<file path="config.mk">
export PLATFORM = sky130hd
export DESIGN_NAME = ppr_pin_route_mux
export DESIGN_NICKNAME = d
export VERILOG_FILES = /design/src/hdl/ppr_pkg.sv /design/src/hdl/ppr_axil_slave.sv /design/src/hdl/ppr_pin_route_mux.sv
export SDC_FILE = /design/constraint.sdc
export NUM_CORES = 1
export LEC_CHECK = 0
export ABC_CLOCK_PERIOD_IN_PS = 5400
export BUFFER_PORTS_ARGS = -buffer_cell sky130_fd_sc_hd__buf_2
export CAP_MARGIN = 0
export CELL_PAD_IN_SITES_DETAIL_PLACEMENT = 1
export CELL_PAD_IN_SITES_GLOBAL_PLACEMENT = 2
export CORE_MARGIN = 3
export CORE_UTILIZATION = 32
export CTS_BUF_LIST = sky130_fd_sc_hd__clkbuf_2
export CTS_CLUSTER_DIAMETER = 50
export CTS_CLUSTER_SIZE = 24
export DETAILED_ROUTE_END_ITERATION = 16
export HOLD_SLACK_MARGIN = 0.03
export MAX_ROUTING_LAYER = met4
export PLACE_DENSITY = 0.95
export SLEW_MARGIN = 5
export SYNTH_ARGS = -nofsm -noshare
export SYNTH_HDL_FRONTEND = slang
export SYNTH_HIERARCHICAL = 1
export SYNTH_SLANG_ARGS = --single-unit
</file>
<file path="constraint.sdc">
create_clock -name aclk -period 5.4 [get_ports aclk]
set_input_delay 0.27 -clock aclk [delete_from_list [all_inputs] [get_ports aclk]]
set_output_delay 0.27 -clock aclk [all_outputs]
set_load 0.01 [all_outputs]
</file>
<file path="src/hdl/ppr_pkg.sv">
/*
 * Constants for the peripheral pin route multiplexer: register indices,
 * field positions, route codes and the pin tables of every signal.
 * Assumes pins are numbered PA0..PA7 as 0..7, PB as 8..15, PC as 16..23.
 */
package ppr_pkg;

   // ************************************************************
   // Register map.
   // ************************************************************
   localparam int         PPR_NREGS   = 6;
   localparam int         PPR_DATA_W  = 32;
   localparam int         PPR_REG_W   = 8;
   localparam int         PPR_NPINS   = 24;
   localparam logic [2:0] REG_EVENT_OUTPUT_ROUTE = 3'h0;
   localparam logic [2:0] REG_LOGIC_TABLE_ROUTE  = 3'h1;
   localparam logic [2:0] REG_SERIAL_PORT_ROUTE  = 3'h2;
   localparam logic [2:0] REG_SPI_ROUTE          = 3'h3;
   localparam logic [2:0] REG_TIMER_A_ROUTE      = 3'h4;
   localparam logic [2:0] REG_TIMER_B_ROUTE      = 3'h5;
   localparam logic [7:0] REG_RESET = 8'h00;
   localparam logic [7:0] REG_MASK [PPR_NREGS] = '{8'h03, 8'h0f, 8'h0f, 8'h03, 8'h3f, 8'h03};
   localparam logic [1:0] RESP_OKAY   = 2'h0;
   localparam logic [1:0] RESP_SLVERR = 2'h2;

   // ************************************************************
   // Fields and route codes.
   // ************************************************************
   localparam int         SER_FIELD_W   = 2;
   localparam int         SPI_LSB       = 0;
   localparam int         N_TMRA        = 6;
   localparam logic [1:0] ROUTE_DEFAULT = 2'h0;
   localparam logic [1:0] ROUTE_ALT     = 2'h1;
   localparam logic [1:0] ROUTE_NONE    = 2'h3;
   localparam int         SIG_TX = 0;
   localparam int         SIG_RX = 1;
   localparam int         SIG_CK = 2;
   localparam int         SIG_DIR = 3;

   // ************************************************************
   // Pin identities.
   // ************************************************************
   typedef logic [4:0] ppr_pin_t;
   localparam ppr_pin_t PA0 = 5'h00;
   localparam ppr_pin_t PA1 = 5'h01;
   localparam ppr_pin_t PA2 = 5'h02;
   localparam ppr_pin_t PA3 = 5'h03;
   localparam ppr_pin_t PA4 = 5'h04;
   localparam ppr_pin_t PA5 = 5'h05;
   localparam ppr_pin_t PA7 = 5'h07;
   localparam ppr_pin_t PB0 = 5'h08;
   localparam ppr_pin_t PB1 = 5'h09;
   localparam ppr_pin_t PB2 = 5'h0a;
   localparam ppr_pin_t PB3 = 5'h0b;
   localparam ppr_pin_t PB4 = 5'h0c;
   localparam ppr_pin_t PB5 = 5'h0d;
   localparam ppr_pin_t PB6 = 5'h0e;
   localparam ppr_pin_t PB7 = 5'h0f;
   localparam ppr_pin_t PC0 = 5'h10;
   localparam ppr_pin_t PC1 = 5'h11;
   localparam ppr_pin_t PC2 = 5'h12;
   localparam ppr_pin_t PC3 = 5'h13;
   localparam ppr_pin_t PC4 = 5'h14;
   localparam ppr_pin_t PC5 = 5'h15;

   // Tables are indexed [position][signal], SER_PINS [port][position][signal], LUT_IN_PINS [table][input]; position 0 is default.
   localparam ppr_pin_t EV_PINS [2][2] = '{'{PA2, PB2}, '{PA7, PB7}};
   localparam ppr_pin_t LUT_OUT_PINS [2][4] = '{'{PA4, PA7, PB3, PC4}, '{PB4, PC1, PB6, PA5}};
   localparam ppr_pin_t LUT_IN_PINS [4][3] = '{'{PA0, PA1, PA2}, '{PC3, PC4, PC5},
                                              '{PB0, PB1, PB2}, '{PC0, PC1, PC2}};
   localparam ppr_pin_t SER_PINS [2][2][4] = '{'{'{PB2, PB3, PB1, PB0}, '{PA1, PA2, PA3, PA4}},
                                              '{'{PA1, PA2, PA3, PA4}, '{PC2, PC1, PC0, PC3}}};
   localparam ppr_pin_t SPI_PINS [2][4] = '{'{PA1, PA2, PA3, PA4}, '{PC2, PC1, PC0, PC3}};
   localparam ppr_pin_t TMRA_PINS [2][N_TMRA] = '{'{PB0, PB1, PB2, PA3, PA4, PA5},
                                                 '{PB3, PB4, PB5, PC3, PC4, PC5}};
   localparam ppr_pin_t TMRB_PINS [2][2] = '{'{PA5, PA3}, '{PC0, PC4}};

   typedef struct packed {
      logic       hit;
      logic [2:0] idx;
   } ppr_dec_t;

   function automatic ppr_dec_t ppr_decode(input logic [31:0] a);
      ppr_dec_t d;
      d.hit = (a[31:2] < 30'(PPR_NREGS));
      d.idx = a[4:2];
      return d;
   endfunction : ppr_decode

   function automatic logic [PPR_NPINS-1:0] ppr_set(input logic [PPR_NPINS-1:0] v,
                                                    input ppr_pin_t id, input logic b);
      logic [PPR_NPINS-1:0] r;
      r     = v;
      r[id] = b;
      return r;
   endfunction : ppr_set

endpackage : ppr_pkg

</file>
<file path="src/hdl/ppr_axil_slave.sv">
/*
 * AXI4-Lite slave holding the six routing registers, one per word.
 * Assumes a single clock and a master that keeps valid and payload stable.
 */
module ppr_axil_slave
   import ppr_pkg::*;
#(
   parameter int ADDR_W = 8
) (
   // Clock and reset.
   input  wire logic                  aclk,
   input  wire logic                  aresetn,
   // Write channels.
   input  wire logic [ADDR_W-1:0]     s_axi_awaddr,
   input  wire logic                  s_axi_awvalid,
   output logic                       s_axi_awready,
   input  wire logic [PPR_DATA_W-1:0] s_axi_wdata,
   input  wire logic [3:0]            s_axi_wstrb,
   input  wire logic                  s_axi_wvalid,
   output logic                       s_axi_wready,
   output logic [1:0]                 s_axi_bresp,
   output logic                       s_axi_bvalid,
   input  wire logic                  s_axi_bready,
   // Read channels.
   input  wire logic [ADDR_W-1:0]     s_axi_araddr,
   input  wire logic                  s_axi_arvalid,
   output logic                       s_axi_arready,
   output logic [PPR_DATA_W-1:0]      s_axi_rdata,
   output logic [1:0]                 s_axi_rresp,
   output logic                       s_axi_rvalid,
   input  wire logic                  s_axi_rready,
   // Routing registers.
   output logic [PPR_NREGS-1:0][7:0]  route
);

   typedef struct packed {
      logic                     aw_full;
      logic [ADDR_W-1:0]        awaddr;
      logic                     w_full;
      logic [PPR_DATA_W-1:0]    wdata;
      logic                     wlane0;
      logic                     awready;
      logic                     wready;
      logic                     bvalid;
      logic [1:0]               bresp;
      logic                     arready;
      logic                     rvalid;
      logic [PPR_DATA_W-1:0]    rdata;
      logic [1:0]               rresp;
      logic [PPR_NREGS-1:0][7:0] regs;
   } ppr_slv_t;

   ppr_slv_t st;
   ppr_slv_t next_st;

   always_comb begin
      ppr_dec_t d;
      d       = '0;
      next_st = st;
      if (s_axi_awvalid && st.awready) begin
         next_st.aw_full = 1'b1;
         next_st.awaddr  = s_axi_awaddr;
      end
      if (s_axi_wvalid && st.wready) begin
         next_st.w_full = 1'b1;
         next_st.wdata  = s_axi_wdata;
         next_st.wlane0 = s_axi_wstrb[0];
      end
      if (st.bvalid && s_axi_bready) begin
         next_st.bvalid = 1'b0;
      end
      // A write lands once both halves are held.
      if (next_st.aw_full && next_st.w_full && !st.bvalid) begin
         d = ppr_decode(32'(next_st.awaddr));
         if (d.hit && next_st.wlane0) begin
            next_st.regs[d.idx] = next_st.wdata[7:0] & REG_MASK[d.idx];
         end
         next_st.bresp   = d.hit ? RESP_OKAY : RESP_SLVERR;
         next_st.bvalid  = 1'b1;
         next_st.aw_full = 1'b0;
         next_st.w_full  = 1'b0;
      end
      if (st.rvalid && s_axi_rready) begin
         next_st.rvalid = 1'b0;
      end
      if (s_axi_arvalid && st.arready) begin
         d              = ppr_decode(32'(s_axi_araddr));
         next_st.rdata  = d.hit ? 32'(st.regs[d.idx]) : '0;
         next_st.rresp  = d.hit ? RESP_OKAY : RESP_SLVERR;
         next_st.rvalid = 1'b1;
      end
      next_st.awready = !next_st.aw_full && !next_st.bvalid;
      next_st.wready  = !next_st.w_full && !next_st.bvalid;
      next_st.arready = !next_st.rvalid;
   end

   always_ff @(posedge aclk) begin
      if (!aresetn) begin
         st      <= '0;
         st.regs <= {PPR_NREGS{REG_RESET}};
      end else begin
         st <= next_st;
      end
   end

   assign s_axi_awready = st.awready;
   assign s_axi_wready  = st.wready;
   assign s_axi_bvalid  = st.bvalid;
   assign s_axi_bresp   = st.bresp;
   assign s_axi_arready = st.arready;
   assign s_axi_rvalid  = st.rvalid;
   assign s_axi_rdata   = st.rdata;
   assign s_axi_rresp   = st.rresp;
   assign route         = st.regs;

endmodule : ppr_axil_slave

</file>
<file path="src/hdl/ppr_pin_route_mux.sv">
/*
 * Peripheral pin route multiplexer: places peripheral signals on their
 * default pin, an alternate pin, or no pin, per the routing registers.
 * Assumes peripherals share aclk; pin inputs are asynchronous.
 */
// Behaviour
// - Each routed signal keeps default pin or moves to alternate; serial port and SPI signals can also disconnect.
// - Event output B goes to PB2 when bit 1 clear, PB7 when set.
// - Event output A goes to PA2 when bit 0 clear, PA7 when set.
// - Table 3 output on PC4 or PA5; inputs stay on PC0..PC2.
// - Table 2 output on PB3 or PB6; inputs stay on PB0..PB2.
// - Table 1 output on PA7 or PC1; inputs stay on PC3..PC5.
// - Table 0 output on PA4 or PB4; inputs stay on PA0..PA2.
// - Second serial port uses PA1..PA4 at 0, PC2,PC1,PC0,PC3 at 1.
// - Second serial port code 3 disconnects; code 2 reserved, not written.
// - First serial port uses PB2,PB3,PB1,PB0 at 0, PA1..PA4 at 1; 3 disconnects.
// - SPI uses PA1..PA4 at 0, PC2,PC1,PC0,PC3 at 1; 3 disconnects.
// - Timer A outputs 0..5 on PB0..PB2,PA3..PA5, or PB3..PB5,PC3..PC5.
// - Timer B0 on PA5 or PC0, timer B1 on PA3 or PC4.
module ppr_pin_route_mux
   import ppr_pkg::*;
#(
   parameter int ADDR_W = 8
) (
   // Clock and reset.
   input  wire logic                  aclk,
   input  wire logic                  aresetn,
   // Register bus.
   input  wire logic [ADDR_W-1:0]     s_axi_awaddr,
   input  wire logic                  s_axi_awvalid,
   output logic                       s_axi_awready,
   input  wire logic [PPR_DATA_W-1:0] s_axi_wdata,
   input  wire logic [3:0]            s_axi_wstrb,
   input  wire logic                  s_axi_wvalid,
   output logic                       s_axi_wready,
   output logic [1:0]                 s_axi_bresp,
   output logic                       s_axi_bvalid,
   input  wire logic                  s_axi_bready,
   input  wire logic [ADDR_W-1:0]     s_axi_araddr,
   input  wire logic                  s_axi_arvalid,
   output logic                       s_axi_arready,
   output logic [PPR_DATA_W-1:0]      s_axi_rdata,
   output logic [1:0]                 s_axi_rresp,
   output logic                       s_axi_rvalid,
   input  wire logic                  s_axi_rready,
   // Event outputs, index 0 is A.
   input  wire logic [1:0]            event_output,
   input  wire logic [1:0]            event_output_en,
   // Custom logic unit lookup tables.
   input  wire logic [3:0]            lookup_table_out,
   input  wire logic [3:0]            lookup_table_out_en,
   output logic [3:0][2:0]            lookup_table_in,
   // Serial ports, index 0 is the first.
   input  wire logic [1:0]            serial_port_txd,
   input  wire logic [1:0]            serial_port_txd_en,
   output logic [1:0]                 serial_port_rxd,
   input  wire logic [1:0]            serial_clock_pin_out,
   input  wire logic [1:0]            serial_clock_pin_oe,
   output logic [1:0]                 serial_clock_pin_in,
   input  wire logic [1:0]            transceiver_direction,
   input  wire logic [1:0]            transceiver_direction_en,
   // SPI.
   input  wire logic                  spi_mosi_out,
   input  wire logic                  spi_mosi_oe,
   output logic                       spi_mosi_in,
   input  wire logic                  spi_miso_out,
   input  wire logic                  spi_miso_oe,
   output logic                       spi_miso_in,
   input  wire logic                  spi_sck_out,
   input  wire logic                  spi_sck_oe,
   output logic                       spi_sck_in,
   output logic                       spi_ss_in,
   // Timers.
   input  wire logic [N_TMRA-1:0]     timer_a_waveform_output,
   input  wire logic [N_TMRA-1:0]     timer_a_waveform_output_en,
   input  wire logic                  timer_b0_waveform_output,
   input  wire logic                  timer_b0_waveform_output_en,
   input  wire logic                  timer_b1_waveform_output,
   input  wire logic                  timer_b1_waveform_output_en,
   // Pins, bit 0 is PA0, bit 8 PB0, bit 16 PC0.
   input  wire logic [PPR_NPINS-1:0]  pin_in,
   output logic [PPR_NPINS-1:0]       pin_out,
   output logic [PPR_NPINS-1:0]       pin_oe
);

   // ************************************************************
   // Register file.
   // ************************************************************
   logic [PPR_NREGS-1:0][7:0] route;

   ppr_axil_slave #(
      .ADDR_W (ADDR_W)
   ) u_regs (
      .aclk          (aclk),
      .aresetn       (aresetn),
      .s_axi_awaddr  (s_axi_awaddr),
      .s_axi_awvalid (s_axi_awvalid),
      .s_axi_awready (s_axi_awready),
      .s_axi_wdata   (s_axi_wdata),
      .s_axi_wstrb   (s_axi_wstrb),
      .s_axi_wvalid  (s_axi_wvalid),
      .s_axi_wready  (s_axi_wready),
      .s_axi_bresp   (s_axi_bresp),
      .s_axi_bvalid  (s_axi_bvalid),
      .s_axi_bready  (s_axi_bready),
      .s_axi_araddr  (s_axi_araddr),
      .s_axi_arvalid (s_axi_arvalid),
      .s_axi_arready (s_axi_arready),
      .s_axi_rdata   (s_axi_rdata),
      .s_axi_rresp   (s_axi_rresp),
      .s_axi_rvalid  (s_axi_rvalid),
      .s_axi_rready  (s_axi_rready),
      .route         (route)
   );

   // ************************************************************
   // State.
   // ************************************************************
   typedef struct packed {
      logic [PPR_NPINS-1:0] sync1;
      logic [PPR_NPINS-1:0] sync2;
      logic [PPR_NPINS-1:0] pout;
      logic [PPR_NPINS-1:0] poe;
      logic [3:0][2:0]      lut_in;
      logic [1:0]           rxd;
      logic [1:0]           xck_in;
      logic                 mosi_in;
      logic                 miso_in;
      logic                 sck_in;
      logic                 ss_in;
   } ppr_mux_t;

   ppr_mux_t st;
   ppr_mux_t next_st;

   // ************************************************************
   // Routing.
   // ************************************************************
   // A disabled signal leaves its pin alone, so an idle peripheral cannot steal it.
   function automatic logic [2*PPR_NPINS-1:0] drive(input logic [2*PPR_NPINS-1:0] oe, input ppr_pin_t id,
                                                    input logic v, input logic en);
      return en ? {ppr_set(oe[2*PPR_NPINS-1:PPR_NPINS], id, v), ppr_set(oe[PPR_NPINS-1:0], id, 1'b1)} : oe;
   endfunction : drive

   // Where two enabled signals land on one pin, the later one below wins;
   // software is expected to avoid such overlaps.
   always_comb begin
      logic [PPR_NPINS-1:0] o;
      logic [PPR_NPINS-1:0] e;
      logic [1:0]           code;
      logic                 pos;
      logic                 conn;
      o       = '0;
      e       = '0;
      code    = ROUTE_DEFAULT;
      pos     = 1'b0;
      conn    = 1'b0;
      next_st = st;
      next_st.sync1 = pin_in;
      next_st.sync2 = st.sync1;
      for (int i = 0; i < 2; i++) begin
         pos = route[REG_EVENT_OUTPUT_ROUTE][i];
         {o, e} = drive({o, e}, EV_PINS[pos][i], event_output[i], event_output_en[i]);
      end
      for (int i = 0; i < 4; i++) begin
         pos = route[REG_LOGIC_TABLE_ROUTE][i];
         {o, e} = drive({o, e}, LUT_OUT_PINS[pos][i], lookup_table_out[i], lookup_table_out_en[i]);
         for (int j = 0; j < 3; j++) begin
            next_st.lut_in[i][j] = st.sync2[LUT_IN_PINS[i][j]];
         end
      end
      for (int k = 0; k < 2; k++) begin
         code = route[REG_SERIAL_PORT_ROUTE][k*SER_FIELD_W +: SER_FIELD_W];
         // The reserved code is treated like no connection, the safe choice.
         conn = (code == ROUTE_DEFAULT) || (code == ROUTE_ALT);
         pos  = code[0];
         if (conn) begin
            {o, e} = drive({o, e}, SER_PINS[k][pos][SIG_TX], serial_port_txd[k], serial_port_txd_en[k]);
            {o, e} = drive({o, e}, SER_PINS[k][pos][SIG_CK], serial_clock_pin_out[k], serial_clock_pin_oe[k]);
            {o, e} = drive({o, e}, SER_PINS[k][pos][SIG_DIR], transceiver_direction[k],
                           transceiver_direction_en[k]);
         end
         next_st.rxd[k]    = conn & st.sync2[SER_PINS[k][pos][SIG_RX]];
         next_st.xck_in[k] = conn & st.sync2[SER_PINS[k][pos][SIG_CK]];
      end
      code = route[REG_SPI_ROUTE][SPI_LSB +: SER_FIELD_W];
      conn = (code == ROUTE_DEFAULT) || (code == ROUTE_ALT);
      pos  = code[0];
      if (conn) begin
         {o, e} = drive({o, e}, SPI_PINS[pos][SIG_TX], spi_mosi_out, spi_mosi_oe);
         {o, e} = drive({o, e}, SPI_PINS[pos][SIG_RX], spi_miso_out, spi_miso_oe);
         {o, e} = drive({o, e}, SPI_PINS[pos][SIG_CK], spi_sck_out, spi_sck_oe);
      end
      next_st.mosi_in = conn & st.sync2[SPI_PINS[pos][SIG_TX]];
      next_st.miso_in = conn & st.sync2[SPI_PINS[pos][SIG_RX]];
      next_st.sck_in  = conn & st.sync2[SPI_PINS[pos][SIG_CK]];
      // A disconnected slave select reads high, so the port stays deselected.
      next_st.ss_in   = !conn | st.sync2[SPI_PINS[pos][SIG_DIR]];
      for (int i = 0; i < N_TMRA; i++) begin
         pos = route[REG_TIMER_A_ROUTE][i];
         {o, e} = drive({o, e}, TMRA_PINS[pos][i], timer_a_waveform_output[i], timer_a_waveform_output_en[i]);
      end
      pos = route[REG_TIMER_B_ROUTE][0];
      {o, e} = drive({o, e}, TMRB_PINS[pos][0], timer_b0_waveform_output, timer_b0_waveform_output_en);
      pos = route[REG_TIMER_B_ROUTE][1];
      {o, e} = drive({o, e}, TMRB_PINS[pos][1], timer_b1_waveform_output, timer_b1_waveform_output_en);
      next_st.pout = o & e;
      next_st.poe  = e;
   end

   // Registered outputs: a write reaches the pins one edge later.
   always_ff @(posedge aclk) begin
      if (!aresetn) begin
         st       <= '0;
         st.ss_in <= 1'b1;
      end else begin
         st <= next_st;
      end
   end

   // ************************************************************
   // Outputs.
   // ************************************************************
   assign pin_out             = st.pout;
   assign pin_oe              = st.poe;
   assign lookup_table_in     = st.lut_in;
   assign serial_port_rxd     = st.rxd;
   assign serial_clock_pin_in = st.xck_in;
   assign spi_mosi_in         = st.mosi_in;
   assign spi_miso_in         = st.miso_in;
   assign spi_sck_in          = st.sck_in;
   assign spi_ss_in           = st.ss_in;

endmodule : ppr_pin_route_mux

</file>
# --- After elaboration in Yosys (flattened, before gate mapping) ---
# Memories as Yosys holds them, arrays and structs flattened.
# Index checks and enable logic that the tools add are counted.
totals:
  ff_bits: 248
  latchBits: 0
  output_inout_bits: 109
  ram_bits: 0
  rom_bits: 64
  wordCells: 391
  memories: 1
memory_table:
  columns: ["memory", "words", "width", "rd", "rd_ports_with_merged_regs", "wr", "line", "source"]
  rows:
  - ["(no name shown)", 8, 8, 1, 0, 0, "ppr_axil_slave.sv:76", "next_st.regs[d.idx] = next_st.wdata[7:0] & REG_MASK[d.idx];"]
classes:
  n_eq_ne: 3
  n_addsub: 0
  n_mul: 0
  n_reduce_logical: 47
  n_mux: 182
  order_cmp: 72
  shift: 0
  div_mod_pow: 0
  bitwise_logic: 51
op_table:
  columns: ["op", "count"]
  rows:
  - ["$mux 48", 23]
  - ["$bwmux 24", 22]
  - ["$or 24x24->24", 22]
  - ["$mux 20", 12]
  - ["$lt 5x6->1 const B", 26]
  - ["$mux 24", 6]
  - ["$demux 1 s5", 23]
  - ["$ge 5x1->1 const B", 23]
  - ["$mux 10", 10]
  - ["$mux 15", 6]
  - ["$mux 30", 2]
  - ["$mux 8", 7]
  - ["$mux 5", 11]
  - ["$mux 25", 2]
  - ["$and 24x24->24", 2]
  - ["$bwmux 48", 1]
  - ["$bmux 1 s5", 8]
  - ["$mux 19", 2]
  - ["$mux 1", 35]
  - ["$mux 35", 1]
  - ["$ge 2x2->1 const B", 17]
  - ["$logic_and 1x1->1", 34]
  - ["$mux 34", 1]
  - ["$not 1->2", 17]
  - ["21 further kinds", 42]

# --- Depth between registers and ports, before layout ---
# Gate-level depths: netlist (run 1).
logic_depth:
  word_depth: 58
  depth_mapped: 7
  ltp_nobuf: 5

# --- Modules after synthesis ---
# Netlist (run 1), hierarchy kept.
by_module_without_submodules:
  columns: ["mod", "n_inst", "cells_each", "area_each_um2", "seq_area_each_um2"]
  rows:
  - ["ppr_pin_route_mux", 1, 362, 3552.2, 1801.7]
  - ["ppr_axil_slave", 1, 360, 3221.8, 1281.2]

# --- Worst setup path before layout (run 1) ---
# No wires, ideal clock.
synth_path:
  path_kind: "reg2reg"
  startpoint: "reg u_regs.st (netlist bit u_regs/s_axi_awready)"
  endpoint: "reg u_regs.st (netlist bit u_regs/route[36])"
  period_less_slack_ns: 1.798
  setup_time_ns: 0.121
  setup_slack_ns: 3.602
  arrival_time_ns: 1.677
  path_stages_with_launch: 7
  path_cell_list: "dfxtp_1 -> and2_1 -> buf_2 -> nand2_2 -> o41ai_4 -> nand3_2 -> mux2_2"
synth_via:
  elab_chain_len: 8
  elab_cells_between_ends: 18
synth_rtl:
  columns: ["item", "line", "source"]
  rows:
  - ["from (decl)", "ppr_axil_slave.sv:53", "ppr_slv_t st;"]
  - ["from (signal assigned)", "ppr_axil_slave.sv:102", "st <= next_st;"]
  - ["$logic_and 1x1->1 (*)", "ppr_axil_slave.sv:60", "if (s_axi_awvalid && st.awready) begin"]
  - ["$mux 9 (*)", "ppr_axil_slave.sv:60", null]
  - ["$not 3->4 (implied by the code)", "ppr_axil_slave.sv:76", null]
  - ["$mem_v2 8x8", null, null]
  - ["$mux 8 (implied by the code) (2 in a row)", "ppr_axil_slave.sv:76", null]
  - ["$and 8x8->8", "ppr_axil_slave.sv:76", null]
  - ["$bwmux 48", "ppr_axil_slave.sv:76", null]
# Every way passes the cells marked *; elsewhere a longest branch is shown, timed or not. The select of a mux whose other input is x is not followed.
# A chain may end at the register's enable or synchronous reset.

# --- Final worst setup path (run 1) ---
layout_path:
  startpoint: "reg u_regs.st (netlist bit u_regs/route[24])"
  endpoint: "reg st (netlist bit pin_out[1])"
layout_via:
  elab_chain_len: 32
  elab_cells_between_ends: 58
layout_rtl:
  columns: ["item", "line", "source"]
  rows:
  - ["$not 1->2 (implied by the code)", "ppr_pin_route_mux.sv:190, ppr_pin_route_mux.sv:191, ppr_pin_route_mux.sv:192", null]
  - ["$mux 20 (3 in a row)", null, null]
  - ["$lt 5x6->1 (implied by the code) or $ge 5x1->1 (tied branches)", "ppr_pkg.sv:94", "r[id] = b;"]
  - ["$logic_and 1x1->1 (implied by the code)", "ppr_pkg.sv:94", null]
  - ["$mux 1 (implied by the code)", "ppr_pkg.sv:94", null]
  - ["$demux 1 s5", "ppr_pkg.sv:94", null]
  - ["$bwmux 24 or $or 24x24->24 (tied branches)", null, null]
  - ["$mux 48", "ppr_pin_route_mux.sv:142", "return en ? {ppr_set(oe[2*PPR_NPINS-1:PPR_NPINS], id, v), ppr_set(oe[PPR_NPINS-1:0], id, 1'b1)} : oe;"]
  - ["[14 not listed]", null, null]
  - ["$mux 48 (*)", "ppr_pin_route_mux.sv:142", null]
  - ["$bwmux 24 or $or 24x24->24 (tied branches)", null, null]
  - ["$mux 48 (*)", "ppr_pin_route_mux.sv:142", null]
  - ["$bwmux 24 or $or 24x24->24 (tied branches)", null, null]
  - ["$mux 48 (*)", "ppr_pin_route_mux.sv:142", null]
  - ["$bwmux 24 or $or 24x24->24 (tied branches)", null, null]
  - ["$mux 48 (*)", "ppr_pin_route_mux.sv:142", null]
  - ["$and 24x24->24 (*)", "ppr_pin_route_mux.sv:207", "next_st.pout = o & e;"]
  - ["to (signal assigned)", "ppr_pin_route_mux.sv:217", "st <= next_st;"]
  - ["to (decl)", "ppr_pin_route_mux.sv:133", "ppr_mux_t st;"]
# Marked as above.

==> summary.md, run 1 <==
| Metric | Value |
|---|---|
| Number of hold violations in the final report | `0` |
| Startpoint of the worst hold path | `s_axi_wvalid` |
| Worst EP required | `6.10 ns` |
| Critical path launch point type | `flop` |
| Number of instances on the worst hold path | `3` |
| Critical Path, Cell by Cell | `nor2_1, and2_1, nor2b_1, dlygate4sd3_1, nor4_1, dlygate4sd3_1` |
| DR DRC count | `0` |
| Seq. cell area | `0.00308 mm2` |
| Share of layout cells above drive strength 1 | `0.236` |
| Overall fraction of global-route tracks in use | `0.176` |
| Initial Utilization | `0.332` |
| Buffers inserted by post-CTS timing repair | `0` |
| Register-to-Register Path Depth | `6` |
| Crit path max fanout | `12` |
| Post-synthesis instance total | `694` |
| Transition at the pin with the smallest max-transition slack | `0.683 ns` |
| Sequential share of power | `0.524` |
| Total buffers and inverters traversed by the critical path | `2` |
| Critical Path Max Stage Delay | `0.73 ns` |
| Area after detailed placement | `0.00684 mm2` |
| DP Wirelength | `12200 um` |
| Crit share post-route | `0.473` |
| Utilization after layout | `0.425` |
| Count of boundary I/O pins | `238` |
| Clock tree from TritonCTS | `yes` |
| Core footprint | `0.0198 mm2` |
| Gate power share | `0.115` |
| Antenna violations before repair | `1` |
| Sum of negative setup slack | `0 ns` |
| Number of CTS-inserted buffers | `17` |
| Cell row count | `51` |
| Clock network fraction of total power | `0.360` |
| Highest ir drop seen on vdd | `0.105 mV` |
| Wire length of the first global-routing pass | `29600 um` |
| Startpoint of the worst-slack reg-to-reg timing path | `u_regs/route[24]$_SDFFE_PN0P_` |
| Area occupied by multi-input gates | `0.00258 mm2` |
| Number of gates given a new drive strength after cts | `0` |
| Via count | `5252` |
| Setup repair after global routing missed its margin | `false` |
| Die area | `0.0223 mm2` |
| Worst Setup End Kind | `flop` |
| Max-cap violations | `0` |
| Die Span X | `149 um` |
| Top cell family by delay on the critical path | `buffers and inverters` |
| Clock slew seen by the registers of the worst setup and hold paths | `0.25 ns` |
| Sum of routed wire length over all layers | `19300 um` |
| Launch point of the worst path | `u_regs/route[24]$_SDFFE_PN0P_` |
| Number of global-route vias before repair | `5589` |
| Max-slew violation count | `0` |
| Weighted congestion at the end of routability-driven global placement | `0.749` |
| Total non-filler cell area in the finished layout | `0.00840 mm2` |
| Vertical die dimension | `149 um` |
| Critical setup path kind | `reg -> reg` |
| Stages on the worst setup path | `6` |
| Type of the worst min-delay path | `in -> reg` |
| Average footprint of a synthesized cell | `9.46 um2` |
| Setup slack of the critical path after layout | `2.84 ns` |
| Clock period minus final worst setup slack | `2.56 ns` |
| Switching power | `0.000604 W` |
| Vias per cell | `4.49` |
| Pre-CTS worst setup slack | `3.04 ns` |
| Clock Tree Root | `sky130_fd_sc_hd__clkbuf_2` |
| Cell repeated most along the worst path | `sky130_fd_sc_hd__dlygate4sd3_1` |
| Static leakage | `3.97 nW` |
| Final setup fails | `0` |
| Number of I/O port buffers | `159` |
| Outcome | `complete, no violations` |
| Maximum number of pins on one net before global-route repair | `81` |
| Slowest CP cell | `sky130_fd_sc_hd__dfxtp_1` |
| Length of the first detailed-routing pass in iterations | `4` |
| Relative slew margins | `0.545` |
| Fillers | `2332` |
| H-tree lvl count | `4` |
| Post-layout net count | `1019` |
| Area added between synthesis and finish | `28.0%` |
| Antenna viol nets, final | `0` |
| Number of synthesis warnings | `6` |
| Detailed router's first-iteration violation count | `192` |
| Detailed-route wire length per cell | `16.5 um` |
| Power density normalized to cell area | `270 mW/mm2` |
| Highest clock rate | `0.391 GHz` |
| Grt total ovfl | `0` |
| Switching power as a share of total power | `0.266` |
| Clock insertion delay at the later pin of the skew report | `0.74 ns` |
| Total internal power | `0.00166 W` |
| CTS max path bufs | `2` |
| Crit path arrival time | `3.26 ns` |
| Clock skew | `0.0380 ns` |
| Sinks on the clock net | `154` |
| Combined area of all synthesized cells | `0.00656 mm2` |
routing by layer:
| metal | vias to the layer above | wire length, um | track usage |
|---|---|---|---|
| met1 | 2526 | 8020 | 0.194 |
| met2 | 149 | 10000 | 0.313 |
| li1 | 2547 | - | - |
| met4 | 0 | 434 | 0.0686 |
| met5 | - | 0 | - |
| met3 | 30 | 811 | 0.0325 |
final timing paths:
| check | slack (ns) | to |
|---|---|---|
| setup / recovery | 2.84 | pin_out[1]$_SDFF_PN0_ |
| hold / removal | 0.08 | u_regs/s_axi_wready$_SDFF_PN0_ |
| setup reg to reg | 2.84 | pin_out[1]$_SDFF_PN0_ |
| hold reg to reg | 0.44 | next_st[14]$_SDFF_PN0_ |
flip-flops by register name, summed over array words and instances, names as in the netlist, 3 cells and up:
| signal | count |
|---|---|
| u_regs/route | 36 |
| next_st | 27 |
| pin_oe | 20 |
| pin_out | 20 |
| u_regs/st | 15 |
| lookup_table_in | 12 |
| u_regs/s_axi_rdata | 6 |
| st | 3 |
area by class of cell:
| class | instances | share of cell area |
|---|---|---|
| Antenna cell | 1 | 0.000298 |
| Clock buffer | 17 | 0.0101 |
| Clock inverter | 15 | 0.0283 |
| Inverter | 9 | 0.00402 |
| Multi-Input combinational cell | 424 | 0.308 |
| Sequential cell | 154 | 0.367 |
| Tap cell | 265 | 0.0395 |
| Timing Repair Buffer | 284 | 0.243 |
through the flow:
stage / total power (W) / hold WS [ns] / cells
global placement: 0.00140 / 0.411 / 1012
CTS: 0.00228 / 0.0300 / 1168
global route: 0.00238 / 0.0658 / 1169
detailed placement: 0.00140 / 0.419 / 1012
finish: 0.00227 / 0.0849 / 1169
floorplan: 0.00136 / 0.392 / 728
cells in the final DEF, fill, tap and decap left out, types with 3 or more instances in the layout:
| master | count |
|---|---|
| sky130_fd_sc_hd__a21boi_1 | 9 |
| sky130_fd_sc_hd__a21oi_1 | 28 |
| sky130_fd_sc_hd__a31oi_1 | 3 |
| sky130_fd_sc_hd__and2_1 | 60 |
| sky130_fd_sc_hd__and3_1 | 14 |
| sky130_fd_sc_hd__and3b_1 | 4 |
| sky130_fd_sc_hd__buf_2 | 159 |
| sky130_fd_sc_hd__bufinv_16 | 5 |
| sky130_fd_sc_hd__clkbuf_2 | 17 |
| sky130_fd_sc_hd__clkinv_4 | 3 |
| sky130_fd_sc_hd__conb_1 | 36 |
| sky130_fd_sc_hd__dfxtp_1 | 154 |
| sky130_fd_sc_hd__dlygate4sd3_1 | 124 |
| sky130_fd_sc_hd__inv_1 | 7 |
| sky130_fd_sc_hd__inv_6 | 4 |
| sky130_fd_sc_hd__mux2i_1 | 36 |
| sky130_fd_sc_hd__mux4_2 | 6 |
| sky130_fd_sc_hd__nand2_1 | 91 |
| sky130_fd_sc_hd__nand2b_1 | 12 |
| sky130_fd_sc_hd__nand3_1 | 17 |
| sky130_fd_sc_hd__nand3b_1 | 6 |
| sky130_fd_sc_hd__nor2_1 | 23 |
| sky130_fd_sc_hd__nor2b_1 | 11 |
| sky130_fd_sc_hd__nor3_1 | 8 |
| sky130_fd_sc_hd__nor3b_1 | 5 |
| sky130_fd_sc_hd__nor3b_2 | 4 |
| sky130_fd_sc_hd__o21ai_0 | 18 |
power by group through the flow:
stage / Clock [W] / Sequential [W] / Combinational, W
final: 0.000818 / 0.00119 / 0.000262
after global routing: 0.000903 / 0.00119 / 0.000288
after CTS: 0.000838 / 0.00119 / 0.000257
after detailed placement: 0 / 0.00121 / 0.000194
after global placement: 0 / 0.00121 / 0.000190
after floorplan: 0 / 0.00121 / 0.000148
timing repair:
action | 4_1_cts | 5_1_grt
setup endpoints to repair | 0 | 0
hold endpoints to repair | 90 | 0
hold buffers | 124 | 0
worst min-delay path, stage by stage:
cell	delay (ns)
sky130_fd_sc_hd__buf_2	0.10
sky130_fd_sc_hd__and2_1	0.30
sky130_fd_sc_hd__nor3_1	0.10
No activity file was read; power rests on OpenSTA's default activity.
==> inputs of run 2 (changes only) <==
Settings changed: ABC_CLOCK_PERIOD_IN_PS 5400 to 2600, CORE_UTILIZATION 32 to 30, PLACE_DENSITY 0.95 to 0.92.
Clock period 5.4 ns to 2.6 ns, I/O delays scaled along.
==> run 2 against run 1 <==
Worst setup slack worse by 2.7 ns. Final cell count is 4.1% higher. Wire length is 0.68% higher. Core utilization is 1.7 points lower. Clock-buffer cell count is 1 higher. Sequential share of layout area is 1.1 points lower. Maximum frequency is 2.8% higher. Critical path type unchanged. Largest cell class unchanged.
==> summary.md, run 2 (synthesized netlist as in run 1, its figures left out) <==
| Metric | Value |
|---|---|
| Crit path max fanout | `8 (was 12)` |
| Cell repeated most along the worst path | `sky130_fd_sc_hd__dlygate4sd3_1 (unchanged)` |
| Number of CTS-inserted buffers | `17 (unchanged)` |
| Setup slack of the critical path after layout | `0.114 ns (was 2.84 ns)` |
| Highest-count cells in the layout ignoring fill and taps | `sky130_fd_sc_hd__dlygate4sd3_1 (161), sky130_fd_sc_hd__buf_2 (159), sky130_fd_sc_hd__dfxtp_1 (152), sky130_fd_sc_hd__nand2_1 (91), sky130_fd_sc_hd__and2_1 (60) (was sky130_fd_sc_hd__buf_2 (159), sky130_fd_sc_hd__dfxtp_1 (154), sky130_fd_sc_hd__dlygate4sd3_1 (124), sky130_fd_sc_hd__nand2_1 (91), sky130_fd_sc_hd__and2_1 (60))` |
| Cell row count | `53 (was 51)` |
| Vias per cell | `4.45 (was 4.49)` |
| Max-slew violation count | `0 (unchanged)` |
| Critical setup path kind | `reg -> reg (unchanged)` |
| Clock period minus final worst setup slack | `2.49 ns (was 2.56 ns)` |
| R2R Path End | `pin_out[1]$_SDFF_PN0_ (unchanged)` |
| DP Wirelength | `12500 um (was 12200 um)` |
| Core footprint | `0.0213 mm2 (was 0.0198 mm2)` |
| Capture endpoint of the worst hold path | `pin_out[18]$_SDFF_PN0_ (was u_regs/s_axi_wready$_SDFF_PN0_)` |
| Clock tree from TritonCTS | `yes (unchanged)` |
| Worst EP required | `3.25 ns (was 6.10 ns)` |
| Startpoint of the worst-slack reg-to-reg timing path | `u_regs/route[25]$_SDFFE_PN0P_ (was u_regs/route[24]$_SDFFE_PN0P_)` |
| Power density normalized to cell area | `491 mW/mm2 (was 270 mW/mm2)` |
| Type of the worst min-delay path | `in -> reg (unchanged)` |
| Die area | `0.0237 mm2 (was 0.0223 mm2)` |
| Sinks on the clock net | `154 (unchanged)` |
| Register-to-Register Path Depth | `6 (unchanged)` |
| Relative slew margins | `0.586 (was 0.545)` |
| Highest clock rate | `0.402 GHz (was 0.391 GHz)` |
| Max-cap violations | `0 (unchanged)` |
| Count of boundary I/O pins | `238 (unchanged)` |
| Critical Path Max Stage Delay | `0.60 ns (was 0.73 ns)` |
| Initial Utilization | `0.308 (was 0.332)` |
| Detailed-route wire length per cell | `16.0 um (was 16.5 um)` |
| Sum of negative setup slack | `0 ns (unchanged)` |
| Grt total ovfl | `0 (unchanged)` |
| H-tree lvl count | `4 (unchanged)` |
| Post-layout net count | `1059 (was 1019)` |
| Worst Setup End Kind | `flop (unchanged)` |
| Critical path launch point type | `flop (unchanged)` |
| Flip-flop count of the largest register after layout | `36 (unchanged)` |
| Number of instances on the worst hold path | `4 (was 3)` |
| Vertical die dimension | `154 um (was 149 um)` |
| Number of hold violations in the final report | `0 (unchanged)` |
| Antenna viol nets, final | `0 (unchanged)` |
| Clock skew | `0.0512 ns (was 0.0380 ns)` |
| Startpoint of the worst hold path | `spi_mosi_oe (was s_axi_wvalid)` |
| Transition at the pin with the smallest max-transition slack | `0.619 ns (was 0.683 ns)` |
| Outcome | `complete, no violations (unchanged)` |
| Crit share post-route | `0.956 (was 0.473)` |
| Length of the first detailed-routing pass in iterations | `4 (unchanged)` |
| Critical Path, Cell by Cell | `nor2_1, and2_1, nor2b_1, dlygate4sd3_1, nor4_1, dlygate4sd3_1 (unchanged)` |
| Number of I/O port buffers | `159 (unchanged)` |
| Clock slew seen by the registers of the worst setup and hold paths | `0.22 ns (was 0.25 ns)` |
| Antenna violations before repair | `1 (unchanged)` |
| DR DRC count | `0 (unchanged)` |
| Setup repair after global routing missed its margin | `false (unchanged)` |
| Wire length of the first global-routing pass | `30500 um (was 29600 um)` |
| Highest ir drop seen on vdd | `0.187 mV (was 0.105 mV)` |
| Share of layout cells above drive strength 1 | `0.228 (was 0.236)` |
| Via count | `5417 (was 5252)` |
| Die Span X | `154 um (was 149 um)` |
| Clock Tree Root | `sky130_fd_sc_hd__clkbuf_2 (unchanged)` |
| Number of global-route vias before repair | `5853 (was 5589)` |
| Clock insertion delay at the later pin of the skew report | `0.69 ns (was 0.74 ns)` |
| Maximum number of pins on one net before global-route repair | `53 (was 81)` |
| Most frequent standard cell in the layout excluding fill and tap cells | `sky130_fd_sc_hd__dlygate4sd3_1 (was sky130_fd_sc_hd__buf_2)` |
| Static leakage | `4.08 nW (was 3.97 nW)` |
| Final setup fails | `0 (unchanged)` |
| Slowest CP cell | `sky130_fd_sc_hd__dfxtp_1 (unchanged)` |
| CTS max path bufs | `2 (unchanged)` |
| Reg2Reg Setup Slack | `0.11 ns (was 2.84 ns)` |
| Pre-CTS worst setup slack | `0.474 ns (was 3.04 ns)` |
| Weighted congestion at the end of routability-driven global placement | `0.768 (was 0.749)` |
| Detailed router's first-iteration violation count | `159 (was 192)` |
| Overall fraction of global-route tracks in use | `0.166 (was 0.176)` |
| Crit path arrival time | `3.14 ns (was 3.26 ns)` |
| Area added between synthesis and finish | `32.3% (was 28.0%)` |
| Sum of routed wire length over all layers | `19400 um (was 19300 um)` |
run 2: how the worst max path moves through the flow:
stage / slack (ns) / cells past startpoint / start / endpoint
floorplan: 0.80 / 6 / u_regs/s_axi_awready$_SDFF_PN0_ / u_regs/route[36]$_SDFFE_PN0P_
global placement: 0.55 / 5 / u_regs/s_axi_awready$_SDFF_PN0_ / u_regs/route[36]$_SDFFE_PN0P_
detailed placement: 0.47 / 5 / u_regs/s_axi_awready$_SDFF_PN0_ / u_regs/route[27]$_SDFFE_PN0P_
CTS: 0.03 / 6 / u_regs/route[24]$_SDFFE_PN0P_ / pin_out[16]$_SDFF_PN0_
global route: 0.01 / 6 / u_regs/route[25]$_SDFFE_PN0P_ / pin_out[1]$_SDFF_PN0_
finish: 0.11 / 6 / u_regs/route[25]$_SDFFE_PN0P_ / pin_out[1]$_SDFF_PN0_
run 2: layout make-up:
class | count | area, um2
antenna | 1 | 2.50
clock buffer | 18 | 90.1
clock inverter | 12 | 103
fill | 2465 | 12600
inverter | 9 | 33.8
multi-input combinational | 424 | 2580
sequential | 154 | 3090
tap | 275 | 344
timing repair buffer | 324 | 2440
run 2: metrics by stage:
step           area [um2]  power [W]  std cells  hold slack [ns]   util
3_5_place_dp         6870    0.00292       1025            0.341  0.323
4_1_cts              8680    0.00430       1216            0.128  0.408
5_1_grt              8680    0.00449       1217           0.0999  0.408
6_report             8680    0.00426       1217            0.239  0.408
3_3_place_gp         6870    0.00291       1025            0.336  0.323
2_1_floorplan        6690    0.00282        728            0.252      -
run 2: layer usage:
metal,wire (um),vias to the layer above,global-route usage
met5,0,-,-
met1,8240,2619,0.190
met3,861,22,0.0321
li1,-,2624,-
met2,9950,152,0.292
met4,370,0,0.0572
run 2: repair_timing:
action | 4_1_cts | 5_1_grt
setup buffers | 0 | 0
endpoints found under the setup margin | 0 | 3
endpoints found under the hold margin | 142 | 0
resized for setup | 0 | 2
hold buffers | 161 | 0
run 2: where the power goes:
group | switching, W | total, W | internal (W)
registers | 0.0000306 | 0.00247 | 0.00244
clock network | 0.000873 | 0.00120 | 0.000332
logic | 0.000283 | 0.000588 | 0.000305
total | 0.00119 | 0.00426 | 0.00307
run 2: critical path, delay by kind of cell (launching register included):
family,cells,cell delay [ns]
buffers and inverters,2,1.15
flip-flops,1,0.60
AND/OR/NAND/NOR,4,0.70
